==> config.mk <==
export PLATFORM = sky130hd
export DESIGN_NAME = tcisp_slave
export DESIGN_NICKNAME = d
export VERILOG_FILES = /design/src/logic/tcisp_slave.v
export VERILOG_INCLUDE_DIRS = /design/src /design/src/logic
export SDC_FILE = /design/constraint.sdc
export NUM_CORES = 1
export LEC_CHECK = 0
export BUFFER_PORTS_ARGS = -buffer_cell sky130_fd_sc_hd__buf_2
export CORE_MARGIN = 2
export CORE_UTILIZATION = 55
export DETAILED_ROUTE_END_ITERATION = 10
export PLACE_DENSITY_LB_ADDON = 0.05
export SLEW_MARGIN = 20
export SYNTH_ARGS = -nofsm -noshare
export SYNTH_HDL_FRONTEND = slang
export SYNTH_SLANG_ARGS = --single-unit
==> constraint.sdc <==
create_clock -name CLK_IN -period 5.01 [get_ports CLK_IN]
set_input_delay 0.7515 -clock CLK_IN [delete_from_list [all_inputs] [get_ports CLK_IN]]
set_output_delay 0.7515 -clock CLK_IN [all_outputs]
set_load 0.02 [all_outputs]
==> src/logic/tcisp_regs.vh <==
`ifndef TCISP_REGS_VH
`define TCISP_REGS_VH
// ---------------------------------------------------------------
// Bus addresses (write byte values)
// ---------------------------------------------------------------
`define TCISP_ADDR_PRIMARY  8'hba
`define TCISP_ADDR_ALTERN   8'h28
// ---------------------------------------------------------------
// Timing
// ---------------------------------------------------------------
`define TCISP_CLK_KHZ       250000
`define TCISP_MAX_KBPS      400
`define TCISP_CYC_PER_BIT   (`TCISP_CLK_KHZ / `TCISP_MAX_KBPS)
`define TCISP_STRAP_WAIT    3'h3
// ---------------------------------------------------------------
// Reset values
// ---------------------------------------------------------------
`define TCISP_PTR_RST       16'h0000
`define TCISP_BYTE_RST      8'h00
`define TCISP_PIN_IDLE      3'h3
// ---------------------------------------------------------------
// Byte kinds within a frame
// ---------------------------------------------------------------
`define TCISP_KIND_ADDR     2'h0
`define TCISP_KIND_PTRH     2'h1
`define TCISP_KIND_PTRL     2'h2
`define TCISP_KIND_DATA     2'h3
`endif

==> src/logic/tcisp_slave.v <==
`timescale 1ns/1ps
`include "tcisp_regs.vh"
// Behaviour
// - Target only; never drives a start, only answers the host.
// - Answers 0xBA/0xBB or 0x28/0x29, chosen at initialization.
// - Address pair picked from interrupt pin level at reset release.
// - Start is SDA falling while SCL high; detected before address byte.
// - Matching address byte is acknowledged by pulling SDA low on clock nine.
// - Unmatched address gets no acknowledge; idle until next start.
// - Each byte is eight data bits then one acknowledge bit.
// - SDA sampled while SCL high; changed only while SCL low.
// - Stop is SDA rising while SCL high; returns to idle.
// - Write: address with direction 0, 16-bit pointer, data; all acknowledged.
// - Pointer increments by one after every written data byte.
// - Sequential write continues until a stop.
// - After read address acknowledged, bytes are sent from the pointer.
// - Each host acknowledge fetches the byte at the next address.
// - Host not-acknowledge makes the device release SDA and stop.
module tcisp_slave (
	input  wire        CLK_IN,
	input  wire        RST_IN,
	input  wire        SCL_IN,
	input  wire        SDA_IN,
	output wire        SDA_OUT,
	output reg         SDA_OE_OUT,
	input  wire        INT_PIN_IN,
	output reg         ADDR_SEL_OUT,
	output reg  [15:0] REG_ADDR_OUT,
	output reg  [7:0]  REG_WDATA_OUT,
	output reg         REG_WR_OUT,
	output reg         REG_RD_OUT,
	input  wire [7:0]  REG_RDATA_IN,
	output wire        BUSY_OUT
);

	// -----------------------------------------------------------
	// States
	// -----------------------------------------------------------
	localparam [4:0] S_IDLE = 5'h01;
	localparam [4:0] S_RECV = 5'h02;
	localparam [4:0] S_ACK  = 5'h04;
	localparam [4:0] S_SEND = 5'h08;
	localparam [4:0] S_HACK = 5'h10;

	// -----------------------------------------------------------
	// Declarations
	// -----------------------------------------------------------
	// Synchroniser idle levels, order {strap, SDA, SCL}
	localparam [2:0] PIN_IDLE = `TCISP_PIN_IDLE;

	reg         scl_d;
	reg         sda_d;
	reg  [4:0]  state;
	reg  [3:0]  bit_cnt;
	reg  [7:0]  rx_byte;
	reg  [7:0]  tx_byte;
	reg  [1:0]  kind;
	reg         rw;
	reg  [15:0] ptr;
	reg         rd_dly;
	reg  [2:0]  strap_cnt;
	reg         strap_done;

	wire [2:0]  pin_raw;
	wire [2:0]  pin_sync;
	wire        scl_s;
	wire        sda_s;
	wire        scl_rise;
	wire        scl_fall;
	wire        start_det;
	wire        stop_det;
	wire [7:0]  own_addr;
	wire        addr_hit;

	// -----------------------------------------------------------
	// Bus outputs
	// -----------------------------------------------------------
	// Open drain: only ever pulls low, never drives SDA high
	assign SDA_OUT  = 1'b0;
	assign BUSY_OUT = ~state[0];

	// -----------------------------------------------------------
	// Pin synchronisers and edge detection
	// -----------------------------------------------------------
	assign pin_raw = {INT_PIN_IN, SDA_IN, SCL_IN};

	// One two-stage chain per pin; only the second stage is read
	genvar g;
	generate
		for (g = 0; g < 3; g = g + 1) begin : g_sync
			reg meta;
			reg stab;
			always @(posedge CLK_IN or posedge RST_IN) begin
				if (RST_IN) begin
					meta <= PIN_IDLE[g];
					stab <= PIN_IDLE[g];
				end else begin
					meta <= pin_raw[g];
					stab <= meta;
				end
			end
			assign pin_sync[g] = stab;
		end
	endgenerate

	// Reset to the idle level so no false edge follows reset
	always @(posedge CLK_IN or posedge RST_IN) begin
		if (RST_IN) begin
			scl_d <= 1'b1;
			sda_d <= 1'b1;
		end else begin
			scl_d <= scl_s;
			sda_d <= sda_s;
		end
	end

	assign scl_s     = pin_sync[0];
	assign sda_s     = pin_sync[1];
	assign scl_rise  = scl_s & ~scl_d;
	assign scl_fall  = ~scl_s & scl_d;
	// Qualified by SCL high in both samples so an SDA move on a clock edge
	// is not mistaken for a start or stop
	assign start_det = scl_s & scl_d & ~sda_s & sda_d;
	assign stop_det  = scl_s & scl_d & sda_s & ~sda_d;

	// -----------------------------------------------------------
	// Address strap, caught once after reset release
	// -----------------------------------------------------------
	// Read once per reset; moving the pin later has no effect
	// Waits for the synchroniser to fill so the strap is a settled level
	always @(posedge CLK_IN or posedge RST_IN) begin
		if (RST_IN) begin
			strap_cnt    <= 3'h0;
			strap_done   <= 1'b0;
			ADDR_SEL_OUT <= 1'b0;
		end else if (!strap_done) begin
			if (strap_cnt == `TCISP_STRAP_WAIT) begin
				strap_done   <= 1'b1;
				ADDR_SEL_OUT <= pin_sync[2];
			end else begin
				strap_cnt <= strap_cnt + 3'h1;
			end
		end
	end

	// -----------------------------------------------------------
	// Address match
	// -----------------------------------------------------------
	// Direction bit is left out; it picks the phase, not the target
	assign own_addr = ADDR_SEL_OUT ? `TCISP_ADDR_ALTERN : `TCISP_ADDR_PRIMARY;
	assign addr_hit = (rx_byte[7:1] == own_addr[7:1]);

	// -----------------------------------------------------------
	// Bit and byte engine
	// -----------------------------------------------------------
	// No clock stretching: the host must leave SCL low for a few cycles
	always @(posedge CLK_IN or posedge RST_IN) begin
		if (RST_IN) begin
			state         <= S_IDLE;
			bit_cnt       <= 4'h0;
			rx_byte       <= `TCISP_BYTE_RST;
			tx_byte       <= `TCISP_BYTE_RST;
			kind          <= `TCISP_KIND_ADDR;
			rw            <= 1'b0;
			ptr           <= `TCISP_PTR_RST;
			SDA_OE_OUT    <= 1'b0;
			REG_ADDR_OUT  <= `TCISP_PTR_RST;
			REG_WDATA_OUT <= `TCISP_BYTE_RST;
			REG_WR_OUT    <= 1'b0;
			REG_RD_OUT    <= 1'b0;
			rd_dly        <= 1'b0;
		end else begin
			REG_WR_OUT <= 1'b0;
			REG_RD_OUT <= 1'b0;
			rd_dly     <= REG_RD_OUT;
			// Read data is taken one cycle after the strobe
			if (rd_dly)
				tx_byte <= REG_RDATA_IN;
			// Start and stop are tested before the state case, after the strap check, so they cut any byte short
			if (!strap_done) begin
				// No bus activity until the address is known
				state      <= S_IDLE;
				SDA_OE_OUT <= 1'b0;
			end else if (start_det) begin
				// Repeated start keeps the pointer for the read phase
				state      <= S_RECV;
				bit_cnt    <= 4'h0;
				kind       <= `TCISP_KIND_ADDR;
				SDA_OE_OUT <= 1'b0;
			end else if (stop_det) begin
				state      <= S_IDLE;
				SDA_OE_OUT <= 1'b0;
			end else begin
				case (state)
				S_IDLE: begin
					// Never drives the bus on its own
					SDA_OE_OUT <= 1'b0;
				end
				// A frame cut after one pointer byte writes nothing
				S_RECV: begin
					if (scl_rise && bit_cnt != 4'h8) begin
						rx_byte <= {rx_byte[6:0], sda_s};
						bit_cnt <= bit_cnt + 4'h1;
					end else if (scl_fall && bit_cnt == 4'h8) begin
						bit_cnt <= 4'h0;
						case (kind)
						`TCISP_KIND_ADDR: begin
							if (addr_hit) begin
								rw         <= rx_byte[0];
								kind       <= `TCISP_KIND_PTRH;
								SDA_OE_OUT <= 1'b1;
								state      <= S_ACK;
								if (rx_byte[0]) begin
									REG_ADDR_OUT <= ptr;
									REG_RD_OUT   <= 1'b1;
								end
							end else begin
								state <= S_IDLE;
							end
						end
						`TCISP_KIND_PTRH: begin
							ptr[15:8]  <= rx_byte;
							kind       <= `TCISP_KIND_PTRL;
							SDA_OE_OUT <= 1'b1;
							state      <= S_ACK;
						end
						`TCISP_KIND_PTRL: begin
							ptr[7:0]   <= rx_byte;
							kind       <= `TCISP_KIND_DATA;
							SDA_OE_OUT <= 1'b1;
							state      <= S_ACK;
						end
						`TCISP_KIND_DATA: begin
							REG_ADDR_OUT  <= ptr;
							REG_WDATA_OUT <= rx_byte;
							REG_WR_OUT    <= 1'b1;
							ptr           <= ptr + 16'h0001;
							SDA_OE_OUT    <= 1'b1;
							state         <= S_ACK;
						end
						default: begin
							state <= S_IDLE;
						end
						endcase
					end
				end
				// Read fetch takes two cycles; SCL high on clock nine must outlast it
				S_ACK: begin
					if (scl_fall) begin
						if (rw) begin
							// First data bit goes out in the same low phase
							SDA_OE_OUT <= ~tx_byte[7];
							bit_cnt    <= 4'h1;
							state      <= S_SEND;
						end else begin
							SDA_OE_OUT <= 1'b0;
							state      <= S_RECV;
						end
					end
				end
				S_SEND: begin
					if (scl_fall) begin
						if (bit_cnt == 4'h8) begin
							// Let go so the host can answer on clock nine
							SDA_OE_OUT <= 1'b0;
							state      <= S_HACK;
						end else begin
							tx_byte    <= {tx_byte[6:0], 1'b0};
							SDA_OE_OUT <= ~tx_byte[6];
							bit_cnt    <= bit_cnt + 4'h1;
						end
					end
				end
				// Host acknowledge prefetches; the pointer stays on the last byte read
				S_HACK: begin
					if (scl_rise) begin
						if (!sda_s) begin
							ptr          <= ptr + 16'h0001;
							REG_ADDR_OUT <= ptr + 16'h0001;
							REG_RD_OUT   <= 1'b1;
						end else begin
							// Not-acknowledge: stay off the bus until the next start
							state <= S_IDLE;
						end
					end else if (scl_fall) begin
						SDA_OE_OUT <= ~tx_byte[7];
						bit_cnt    <= 4'h1;
						state      <= S_SEND;
					end
				end
				default: begin
					state      <= S_IDLE;
					SDA_OE_OUT <= 1'b0;
				end
				endcase
			end
		end
	end

endmodule // tcisp_slave

==> metrics.md <==
| Metric | Value |
|---|---|
| Via Count | `3599` |
| Critical path's top delay family | `compound AO/OA/AOI/OAI gates` |
| R2R Setup Slk | `2030 ps` |
| Worst Max-Slew Pin Slew | `970 ps` |
| Post-Syn Area per Cell | `10.2 um2` |
| Most common cell after layout, fill and taps aside | `dfrtp_1` |
| Mapped Cells | `466` |
| Critical path endpoint category | `flop` |
| Row count | `33` |
| EDFF count, synth | `0` |
| Worst Path Arrival | `3240 ps` |
| Tot GR Track Use | `22.4%` |
| Clock skew | `13.7 ps` |
| Synth warnings | `0` |
| Global-route wire length before repair | `17.1 mm` |
| Largest net degree at the start of global routing | `54` |
| Outcome | `finished, final reports clean` |
| CTS Hold Bufs | `0` |
| Post-CTS sizing | `0` |
| Startpoint Class | `flop` |
| Commonest non-fill, non-tap cells in the layout | `dfrtp_1, nand2_1, buf_2` |
| Synth unique cells | `69` |
| Final setup viols | `0` |
| WHS | `357 ps` |
| Maximum vdd drop | `0.186 mV` |
| Hold Path Sink | `g_sync[0].stab` |
| DRT Wirelength | `10.1 mm` |
| Vias per inst | `6.00` |
| Worst setup path category | `flop to flop` |
| Initial drt markers | `357` |
| Layout cells sized above 1 | `25.3%` |
| Critical R2R Launch | `state[4]` |
| Clock slew at reported path FFs | `100 ps` |
| Clk root buf | `clkbuf_8` |
| Syn Nets | `490` |
| GPL Wtd Cong | `0.879` |
| Core area | `0.00830 mm2` |
| Clk_lat worst skew | `360 ps` |
| CTS buffer count | `9` |
| Buf/Inv on CP | `0` |
| Final Cycle Share | `59.4%` |
| Final hold violations | `0` |
| Total clock sinks | `85` |
| Die span in y | `96.9 um` |
| Overall power | `1.33 mW` |
| Initial Util | `57.2%` |
| CTS tree | `yes` |
| Post-CTS setup repair buffer count | `0` |
| Slew headroom | `35.3%` |
| CP peak stage delay | `760 ps` |
| Register area share after synthesis | `45.0%` |
| I/O pin count | `43` |
| Hold Path Depth | `0` |
| HP Start | `g_sync[0].meta` |
| Number of global-route vias before repair | `3443` |
| CP max-delay cell | `a211oi_2` |
| CP Cell Sequence | `or3_4, or4_4, a211oi_2, o21ai_0, a22o_1` |
| DRC violations left | `0` |
| Layout area overhead | `8.65%` |
| Max Slew Vio Count | `0` |
| Initial antenna violation count | `0` |
| Layout Nets | `514` |
| Overflow after GRT | `0` |
| Max-Cap Viols | `0` |
| R2r endpoint | `ptr[9]` |
| HPWL after DPL | `7.16 mm` |
| Pre-Repair DR Iteration Count | `6` |
| Ys async rst share | `100%` |
| Die ar. | `0.00939 mm2` |
| ANT cells | `0` |
| Critical Path RT | `5270 ps` |
| Maximum root-to-sink buffer count | `2` |
| RSZ-0062 raised after global routing | `no` |
| WL/cell | `16.9 um` |
| Reg2reg path depth | `5` |
| IO buf count | `41` |
| Most used DFF post-synth | `dfrtp_1` |
| Setup TNS | `0 ps` |
| ANT nets after route | `0` |
| Post-synthesis register bit count | `85` |
| Post-Syn Area | `0.00474 mm2` |
| P per Cell Area | `257 mW/mm2` |
| Leak | `2.28 nW` |
| CTS H-tree lvls | `3` |
| Period minus WS final | `2980 ps` |
| Die span in x | `96.9 um` |
| Worst hold path type | `flop to flop` |
| Fmax | `0.336 GHz` |
| Crit path max fanout | `15` |
[synth_stat cells, types with 9 or more instances]
cell type | number | area [um2]
nor2_1 | 15 | 56.3
inv_1 | 16 | 60.1
xnor2_1 | 15 | 131
nand3_1 | 21 | 105
mux2_4 | 10 | 150
mux2_2 | 28 | 315
nand2_1 | 43 | 161
o21ai_0 | 31 | 155
nand4_1 | 14 | 87.6
nand2b_1 | 9 | 56.3
dfrtp_1 | 78 | 1950
ha_1 | 11 | 138
clkbuf_1 | 17 | 63.8
a21oi_1 | 24 | 120
[report_power, final]
part	switching, mW	total, mW	internal (mW)	leakage [nW]
Sequential	0.00970	0.705	0.695	1.10
Clock	0.269	0.558	0.289	0.117
Combinational	0.0415	0.0634	0.0219	1.06
[cell families (layout without fill, tap and decap cells)]
kind of cell	count (synthesis)	count (layout)	synth area share, %
buf+inv	45	74	4.67
compound gates	111	111	15.6
mux	46	46	11.5
flops	85	85	45.0
other cells	1	1	0.0790
xor+xnor	19	19	3.51
simple gates	148	148	16.7
fa+ha+maj	11	11	2.90
[per-stage QoR]
step | worst slack [ps] | cells | utilization, % | area, um2
finish | 2030 | 600 | 62.1 | 5150
global route | 1780 | 600 | 62.1 | 5150
CTS | 2060 | 600 | 62.1 | 5150
detailed placement | 2090 | 584 | 59.4 | 4930
global placement | 2180 | 584 | 59.4 | 4930
floorplan | 2080 | 466 | - | 4740
[metal layers]
layer	track usage [%]	vias up	wire length [um]
met2	34.9	106	4720
met5	0	-	0
met4	6.72	0	123
met1	31.6	1746	4800
li1	-	1733	-
met3	4.77	14	483
[layout make-up]
| class | count | area [um2] |
|---|---|---|
| clock buffer | 9 | 124 |
| tap | 105 | 131 |
| clock inverter | 7 | 103 |
| inverter | 16 | 61.3 |
| fill | 699 | 3140 |
| sequential | 85 | 2140 |
| timing repair buffer | 42 | 213 |
| multi-input combinational | 336 | 2390 |
[how the worst max path moves through the flow]
stage             start            to  slack [ps]  depth (start not counted)
3_3_place_gp   state[4]        ptr[9]        2180                          5
4_1_cts        state[2]      state[3]        2060                          5
5_1_grt        state[3]      state[3]        1780                          5
3_5_place_dp   state[1]      state[3]        2090                          5
2_1_floorplan    RST_IN  ADDR_SEL_OUT        2080                          1
6_report       state[4]        ptr[9]        2030                          5
[flip-flops by register name, indices dropped and copies added (netlist names), 2 cells and up]
register       cells
ptr               16
state              5
strap_cnt          3
g_sync.meta        3
REG_WDATA_OUT      8
kind               2
bit_cnt            4
tx_byte            8
g_sync.stab        3
rx_byte            8
REG_ADDR_OUT      16
Note: power is estimated with default switching activity, not from simulation.
